File: config.mk
export PLATFORM = sky130hd
export DESIGN_NAME = lcm_bank
export DESIGN_NICKNAME = d
export VERILOG_FILES = /design/src/lcm_pkg.sv /design/src/lcm_meas_if.sv /design/src/lcm_bank.sv /design/src/lcm_meas.sv /design/src/lcm_pg.sv
export SDC_FILE = /design/constraint.sdc
export NUM_CORES = 1
export LEC_CHECK = 0
export ABC_CLOCK_PERIOD_IN_PS = 9500
export BUFFER_PORTS_ARGS = -buffer_cell sky130_fd_sc_hd__buf_2
export CORE_MARGIN = 2
export CORE_UTILIZATION = 25
export DETAILED_ROUTE_END_ITERATION = 12
export GPL_ROUTABILITY_DRIVEN = 0
export PLACE_DENSITY_LB_ADDON = 0.05
export SYNTH_ARGS = -nofsm -noshare
export SYNTH_HDL_FRONTEND = slang
export SYNTH_HIERARCHICAL = 1
export SYNTH_SLANG_ARGS = --single-unit
File: constraint.sdc
create_clock -name sys_clk -period 9.5 [get_ports sys_clk]
set_clock_uncertainty 0.2 [all_clocks]
set_input_delay 0.95 -clock sys_clk [delete_from_list [all_inputs] [get_ports sys_clk]]
set_output_delay 0.95 -clock sys_clk [all_outputs]
set_load 0.01 [all_outputs]
File: src/lcm_pkg.sv
// shared constants for the load-current meter and power-good select slice
package lcm_pkg;
    // =========================================================
    // register offsets
    localparam logic [7:0] LCM_OFS_SELECT = 8'h25;
    localparam logic [7:0] LCM_OFS_HIGH = 8'h26;
    localparam logic [7:0] LCM_OFS_LOW = 8'h27;
    localparam logic [7:0] LCM_OFS_PG_SRC = 8'h28;

    // =========================================================
    // reset values
    localparam logic [7:0] LCM_RST_SELECT = 8'h00;
    localparam logic [7:0] LCM_RST_PG_SRC = 8'h00;
    localparam logic [9:0] LCM_RST_RESULT = 10'h000;

    // =========================================================
    // field layout
    localparam int LCM_SEL_LSB = 0;
    localparam int LCM_SEL_W = 2;
    localparam int LCM_RES_W = 10;
    localparam int LCM_HIGH_W = 2;
    localparam int LCM_PG_FIELD_W = 2;
    localparam int LCM_NUM_REG = 4;

    // full-scale code, 1023 x 20 mA = 20.46 A
    localparam logic [9:0] LCM_RES_MAX = 10'h3FF;
    localparam int LCM_LSB_MA = 20;

    // =========================================================
    // power-good source encodings
    typedef enum logic [1:0] {
        LCM_PG_MASKED = 2'h0,
        LCM_PG_VOLT = 2'h1,
        LCM_PG_RSVD = 2'h2,
        LCM_PG_VOLT_ILIM = 2'h3
    } lcm_pg_src_t;

    // =========================================================
    // measurement timing
    localparam int LCM_SAMPLE_US = 10;
    localparam int LCM_CLK_MHZ = 10;
    localparam int LCM_SAMPLE_CYC = LCM_SAMPLE_US * LCM_CLK_MHZ;
    localparam int LCM_AVG_LOG2 = 3;
endpackage

File: src/lcm_meas_if.sv
// handshake between register bank and measurement engine
`timescale 1ns/1ps
interface lcm_meas_if;
    logic start;
    logic [1:0] sel;
    logic busy;
    logic done;
    logic [9:0] result;

    modport bank (output start, output sel, input busy, input done,
        input result);
    modport engine (input start, input sel, output busy, output done,
        output result);
endinterface // lcm_meas_if

File: src/lcm_bank.sv
// register bank: load-current measurement and power-good source select
`timescale 1ns/1ps
// Contract
// - each select write starts exactly one measurement
// - bits 1:0 pick regulator 0 to 3
// - master reports summed master and slave current
// - slave reports only its own current
// - low register holds result bits 7:0
// - high bits 9:8 in high register 1:0
// - 2-bit power-good source field per regulator
// - 0h excludes, 1h uses voltage threshold only
// - 3h needs voltage good and no current limit
module lcm_bank #(
    parameter int NUM_REG = lcm_pkg::LCM_NUM_REG,
    parameter int SAMPLE_CYC = lcm_pkg::LCM_SAMPLE_CYC,
    parameter int AVG_LOG2 = lcm_pkg::LCM_AVG_LOG2
) (
    input wire logic sys_clk,
    input wire logic rst_n,
    input wire logic [7:0] reg_addr,
    input wire logic [7:0] reg_wdata,
    input wire logic reg_wr,
    output logic [7:0] reg_rdata,
    input wire logic [NUM_REG*10-1:0] phase_current,
    input wire logic [NUM_REG*2-1:0] phase_owner,
    input wire logic [NUM_REG-1:0] vout_ok,
    input wire logic [NUM_REG-1:0] ilim_active,
    output logic meas_busy,
    output logic power_good_output
);
    lcm_meas_if mif();

    logic [7:0] sel_q, sel_d;
    logic [7:0] pg_src_q, pg_src_d;
    logic [9:0] res_q, res_d;
    logic start_q, start_d;
    logic [7:0] rdata_d;

    // =========================================================
    // register writes
    // writes to the select register also fire a one-cycle start
    always_comb begin
        sel_d = sel_q;
        pg_src_d = pg_src_q;
        start_d = 1'b0;
        if (reg_wr && reg_addr == lcm_pkg::LCM_OFS_SELECT) begin
            sel_d = reg_wdata;
            start_d = 1'b1;
        end
        if (reg_wr && reg_addr == lcm_pkg::LCM_OFS_PG_SRC) begin
            pg_src_d = reg_wdata;
        end
    end

    // result pair updates together only on completion, so the two
    // bytes always come from one measurement
    always_comb begin
        res_d = res_q;
        if (mif.done) begin
            res_d = mif.result;
        end
    end

    always_ff @(posedge sys_clk or negedge rst_n) begin
        if (!rst_n) begin
            sel_q <= lcm_pkg::LCM_RST_SELECT;
            pg_src_q <= lcm_pkg::LCM_RST_PG_SRC;
            res_q <= lcm_pkg::LCM_RST_RESULT;
            start_q <= 1'b0;
        end else begin
            sel_q <= sel_d;
            pg_src_q <= pg_src_d;
            res_q <= res_d;
            start_q <= start_d;
        end
    end

    // =========================================================
    // measurement engine
    assign mif.start = start_q;
    assign mif.sel = sel_q[lcm_pkg::LCM_SEL_LSB +: lcm_pkg::LCM_SEL_W];

    lcm_meas #(
        .NUM_REG(NUM_REG),
        .SAMPLE_CYC(SAMPLE_CYC),
        .AVG_LOG2(AVG_LOG2)
    ) u_meas (
        .sys_clk(sys_clk),
        .rst_n(rst_n),
        .mif(mif),
        .phase_current(phase_current),
        .phase_owner(phase_owner)
    );

    // =========================================================
    // power-good combine
    lcm_pg #(
        .NUM_REG(NUM_REG)
    ) u_pg (
        .sys_clk(sys_clk),
        .rst_n(rst_n),
        .pg_src(pg_src_q),
        .vout_ok(vout_ok),
        .ilim_active(ilim_active),
        .power_good_output(power_good_output)
    );

    // =========================================================
    // read mux; unmapped offsets read zero
    always_comb begin
        case (reg_addr)
            lcm_pkg::LCM_OFS_SELECT: rdata_d = sel_q;
            lcm_pkg::LCM_OFS_HIGH: rdata_d = {6'h00, res_q[9:8]};
            lcm_pkg::LCM_OFS_LOW: rdata_d = res_q[7:0];
            lcm_pkg::LCM_OFS_PG_SRC: rdata_d = pg_src_q;
            default: rdata_d = 8'h00;
        endcase
    end

    assign reg_rdata = rdata_d;
    assign meas_busy = mif.busy;
endmodule // lcm_bank

File: src/lcm_meas.sv
// averaging load-current measurement engine
`timescale 1ns/1ps
module lcm_meas #(
    parameter int NUM_REG = 4,
    parameter int SAMPLE_CYC = lcm_pkg::LCM_SAMPLE_CYC,
    parameter int AVG_LOG2 = lcm_pkg::LCM_AVG_LOG2
) (
    input wire logic sys_clk,
    input wire logic rst_n,
    lcm_meas_if.engine mif,
    input wire logic [NUM_REG*10-1:0] phase_current,
    input wire logic [NUM_REG*2-1:0] phase_owner
);
    typedef enum logic [1:0] {
        LCM_ST_IDLE = 2'b01,
        LCM_ST_RUN = 2'b10
    } lcm_state_t;

    localparam int ACC_W = 12 + AVG_LOG2;
    localparam int TICK_W = $clog2(SAMPLE_CYC + 1);

    lcm_state_t state_q, state_d;
    logic [1:0] sel_q, sel_d;
    logic [TICK_W-1:0] tick_q, tick_d;
    logic [AVG_LOG2:0] cnt_q, cnt_d;
    logic [ACC_W-1:0] acc_q, acc_d;
    logic done_q, done_d;
    logic [11:0] inst;
    logic [ACC_W-1:0] avg;
    logic [ACC_W-1:0] acc_next;

    // instantaneous sample: a master sums every phase it owns; a slave's owner
    // is its master, so a second term adds the selected slave's own phase
    always_comb begin
        inst = 12'h000;
        for (int i = 0; i < NUM_REG; i++) begin
            if (phase_owner[i*2 +: 2] == sel_q ||
                i[1:0] == sel_q && phase_owner[i*2 +: 2] != i[1:0] &&
                phase_owner[sel_q*2 +: 2] != sel_q) begin
                inst = inst + {2'h0, phase_current[i*10 +: 10]};
            end
        end
    end

    assign acc_next = acc_q + {{(ACC_W-12){1'b0}}, inst};
    assign avg = acc_next >> AVG_LOG2;

    // sequencer: a start restarts the average with the new selection
    always_comb begin
        state_d = state_q;
        sel_d = sel_q;
        tick_d = tick_q;
        cnt_d = cnt_q;
        acc_d = acc_q;
        done_d = 1'b0;
        case (state_q)
            LCM_ST_IDLE: begin
                if (mif.start) begin
                    state_d = LCM_ST_RUN;
                end
            end
            LCM_ST_RUN: begin
                if (tick_q == TICK_W'(SAMPLE_CYC - 1)) begin
                    tick_d = '0;
                    acc_d = acc_next;
                    cnt_d = cnt_q + 1'b1;
                    if (cnt_q == (AVG_LOG2+1)'((1 << AVG_LOG2) - 1)) begin
                        state_d = LCM_ST_IDLE;
                        done_d = 1'b1;
                    end
                end else begin
                    tick_d = tick_q + 1'b1;
                end
            end
            default: state_d = LCM_ST_IDLE;
        endcase
        if (mif.start) begin
            sel_d = mif.sel;
            tick_d = '0;
            cnt_d = '0;
            acc_d = '0;
            done_d = 1'b0;
            state_d = LCM_ST_RUN;
        end
    end

    always_ff @(posedge sys_clk or negedge rst_n) begin
        if (!rst_n) begin
            state_q <= LCM_ST_IDLE;
            sel_q <= 2'h0;
            tick_q <= '0;
            cnt_q <= '0;
            acc_q <= '0;
            done_q <= 1'b0;
        end else begin
            state_q <= state_d;
            sel_q <= sel_d;
            tick_q <= tick_d;
            cnt_q <= cnt_d;
            acc_q <= acc_d;
            done_q <= done_d;
        end
    end

    // result saturates at full scale; latched by the bank on done
    logic [9:0] res_q, res_d;
    always_comb begin
        res_d = res_q;
        if (done_d) begin
            res_d = (avg > ACC_W'(lcm_pkg::LCM_RES_MAX)) ?
                lcm_pkg::LCM_RES_MAX : avg[9:0];
        end
    end

    always_ff @(posedge sys_clk or negedge rst_n) begin
        if (!rst_n) begin
            res_q <= lcm_pkg::LCM_RST_RESULT;
        end else begin
            res_q <= res_d;
        end
    end

    assign mif.busy = (state_q == LCM_ST_RUN);
    assign mif.done = done_q;
    assign mif.result = res_q;
endmodule // lcm_meas

File: src/lcm_pg.sv
// per-regulator power-good source selection and combine
`timescale 1ns/1ps
module lcm_pg #(
    parameter int NUM_REG = 4
) (
    input wire logic sys_clk,
    input wire logic rst_n,
    input wire logic [NUM_REG*2-1:0] pg_src,
    input wire logic [NUM_REG-1:0] vout_ok,
    input wire logic [NUM_REG-1:0] ilim_active,
    output logic power_good_output
);
    logic [NUM_REG-1:0] good;
    logic pg_q, pg_d;

    // reserved code 2h is never programmed; it is treated as masked
    // so a stray write cannot pull the output low
    for (genvar g = 0; g < NUM_REG; g++) begin : g_src
        always_comb begin
            case (pg_src[g*2 +: 2])
                lcm_pkg::LCM_PG_MASKED: good[g] = 1'b1;
                lcm_pkg::LCM_PG_VOLT: good[g] = vout_ok[g];
                lcm_pkg::LCM_PG_VOLT_ILIM:
                    good[g] = vout_ok[g] & ~ilim_active[g];
                default: good[g] = 1'b1;
            endcase
        end
    end

    assign pg_d = &good;

    always_ff @(posedge sys_clk or negedge rst_n) begin
        if (!rst_n) begin
            pg_q <= 1'b0;
        end else begin
            pg_q <= pg_d;
        end
    end

    assign power_good_output = pg_q;
endmodule // lcm_pg

==> reports/qor.csv <==
stage,metric,value,unit
placed_design,hpwl,12.6,mm
finish,layout_common_cells,"buf_2, dfrtp_1, nand2_1, nor2_1, ha_1",
drt,drtIter0Drc,209,
floorplanning,core,21800,um^2
power,pwr_density_cell,140,nW/um^2
synth,syn_avg_cell_area,9.02,um^2
finish,fin_nets,817,
worst_hold_path,hp-class,flip-flop to flip-flop,
cts,cts-root-buf,clkbuf_16,
synth,synth_edf_count,0,
drt,drc,0,
cts,cts_tree,yes,
synth,synth_nets,738,
drt,wl,15.7,mm
finish,drive_above_1_share,0.221,
synth,synthTopCellsByArea,"dfrtp_1, ha_1, mux2_2, nand2_1, o21ai_0",
synth,yosysWarnings,6,
floorplanning,die-area,23400,um^2
cts,clock_latency,330,ps
job,drv_cap,0,
global_route,grt_pass1_vias,4820,
finish,area_growth_syn_to_layout,18.5,%
cts,numCtsBuffers,9,
drt,ant_nets,0,
cts,postCtsResizedCells,0,
global_route,antenna_found_initial,0,
critical_path,required,9460,ps
critical_path,crit_type,primary input to flip-flop,
drt,vias,4721,
floorplanning,start_util,0.254,
critical_path,rr_worst_depth,35,
synth,seq_area_frac_synth,0.312,
cts,clkTransAtPathRegs,60,ps
critical_path,r2r_end,u_meas/mif.result[4]$_DFFE_PN0P_,
critical_path,cp_slowest_cell,o311ai_2,
sta,post-route-period-util,0.916,
global_route,grt_max_degree,70,
drt,vias_per_cell,4.83,
synth,synth-seq-cells,69,
cts,cts_max_level,3,
synth,synth_area,5550,um^2
sta,rsz0062_at_grt,false,
finish,mostFrequentLayoutCell,buf_2,
placed_design,io_buffers,84,
critical_path,worstPathMaxFanout,12,
cts,cts_hold_buf,0,
drt,wl_per_cell,16.1,um
cts,clk_path_buf_depth,2,
finish,antenna_cells,0,
sta,min_period,8700,ps
power,leakagePower,0.00316,uW
sta,finalHoldViolCount,0,
drt,dr.pass1.iters,4,
synth,ys.flop_type,dfrtp_1,
global_route,grt-ovfl-total,0,
synth,ys_async_sr_fraction,1.00,
floorplanning,fp-row-count,54,
synth,synth_top_cell_by_area,dfrtp_1,
outcome,status,"complete, no violations",
power,ir_drop,122,uV
sta,worstMarginPinSlew,1070,ps
critical_path,rrSetupSlack,970,ps
critical_path,slowest_delay,550,ps
critical_path,worst_r2r_startpoint,u_meas/sel_q[0]$_DFFE_PN0P_,
critical_path,arrival,8660,ps
floorplanning,die_x,153,um
floorplanning,die_height,153,um
global_route,track_usage,0.136,
cts,clkSinkCount,69,
critical_path,cp-startpoint,phase_owner[0],
critical_path,startpoint_type,primary input,
sta,tns,0,ps
finish,nFillCells,2307,
sta,setup_viol,0,
sta,fmax,115,MHz
sta,relSlewSlack,0.282,
synth,syn_inst,615,
critical_path,crit_path_end,u_meas/mif.result[4]$_DFFE_PN0P_,
critical_path,crit_path_frequent_cell,ha_1,
cts,postCtsSetupBuffers,0,
global_route,grt_pass1_wl,25.7,mm
synth,synth_cell_types,71,
synth,yosysTopAreaCellShare,0.307,
floorplanning,io_pins,85,
sta,finalMaxSlewViolations,0,
sta,hold_ws,285,ps
critical_path,crit_path_end_kind,flip-flop,
worst min path at each step:
stage | cells past startpoint | endpoint | from
after floorplan | 2 | u_meas/mif.result[9]$_DFFE_PN0P_ | u_meas/mif.result[9]$_DFFE_PN0P_
after global placement | 2 | u_meas/mif.result[9]$_DFFE_PN0P_ | u_meas/mif.result[9]$_DFFE_PN0P_
after detailed placement | 2 | u_meas/mif.result[9]$_DFFE_PN0P_ | u_meas/mif.result[9]$_DFFE_PN0P_
after CTS | 2 | u_meas/mif.result[9]$_DFFE_PN0P_ | u_meas/mif.result[9]$_DFFE_PN0P_
after global routing | 1 | sel_q[3]$_DFFE_PN0P_ | sel_q[3]$_DFFE_PN0P_
final | 2 | u_meas/mif.result[9]$_DFFE_PN0P_ | u_meas/mif.result[9]$_DFFE_PN0P_
stage by stage:
step	util	total power [uW]	setup slack, ps	cell area (um^2)	instances
after floorplan	-	492	1610	5550	615
after global placement	0.287	570	643	6260	963
after detailed placement	0.287	573	518	6260	963
after CTS	0.301	937	808	6570	978
after global routing	0.301	981	125	6570	978
final	0.301	919	798	6570	978
registers in the layout, indices dropped and copies added (netlist names):
signal                  cells
u_pg/power_good_output      1
u_meas/state_q              2
pg_src_q                    8
mif.start                   1
sel_q                       8
u_meas/sel_q                2
u_meas/acc_q               15
u_meas/tick_q               7
u_meas/mif.result          10
res_q                      10
u_meas/mif.done             1
u_meas/cnt_q                4
synth_stat cells, types with 4 or more instances:
master     count
mux2i_1       10
or2_2          6
o211ai_1       6
o22ai_1        5
o31ai_1        4
o21a_1        12
mux2_4         8
xor2_1        21
nand2b_1      12
a21oi_1       28
nand2_1       66
o2bb2ai_1      6
clkbuf_1      15
dfrtp_1       68
nor3_1        10
xnor2_1       21
ha_1          44
and3_1         4
nor2_1        45
nor2b_1        7
inv_1         29
mux2_2        27
and2_1        12
o21bai_1       4
nand3_1       16
a22o_1        10
fa_1           4
nand3b_1       4
a21o_1        14
o21ai_0       38
a31oi_1        4
per-layer routing:
metal,up-vias,share of wire,track usage
met3,7,0.048,0.0306
met2,92,0.45,0.218
met1,2264,0.49,0.191
met5,-,0,0
li1,2358,-,-
met4,0,0.0069,0.0238
where the power goes:
part           switching (uW)  total (uW)  leakage, uW  internal [uW]
logic                     148         263      0.00212            114
clock network             125         353     0.000147            228
registers                3.74         303     0.000900            300
total                     277         919      0.00316            642
kinds of logic after synthesis:
family / after synthesis / synth area share
AND/OR/NAND/NOR: 196 / 0.171
adder cells (fa/ha/maj): 51 / 0.119
multiplexers: 46 / 0.0966
XOR/XNOR: 42 / 0.0663
flip-flops: 69 / 0.312
buffers and inverters: 51 / 0.0377
AO/OA/AOI/OAI: 160 / 0.198
cell type report:
class                           instances  area (um^2)  area share
Clock buffer                            9          225      0.0343
Clock inverter                          6         88.8      0.0135
Inverter                               31          116      0.0177
Multi-Input combinational cell        495         3610       0.550
Sequential cell                        69         1730       0.263
Tap cell                              280          350      0.0533
Timing Repair Buffer                   88          450      0.0685
worst max-delay path, delay by kind of cell:
kind	cells	cell delay, ps
compound gates	13	3110
simple gates	8	1580
xor+xnor	4	490
buf+inv	4	420
fa+ha+maj	7	2060
Note: power is estimated with default switching activity, not from simulation.
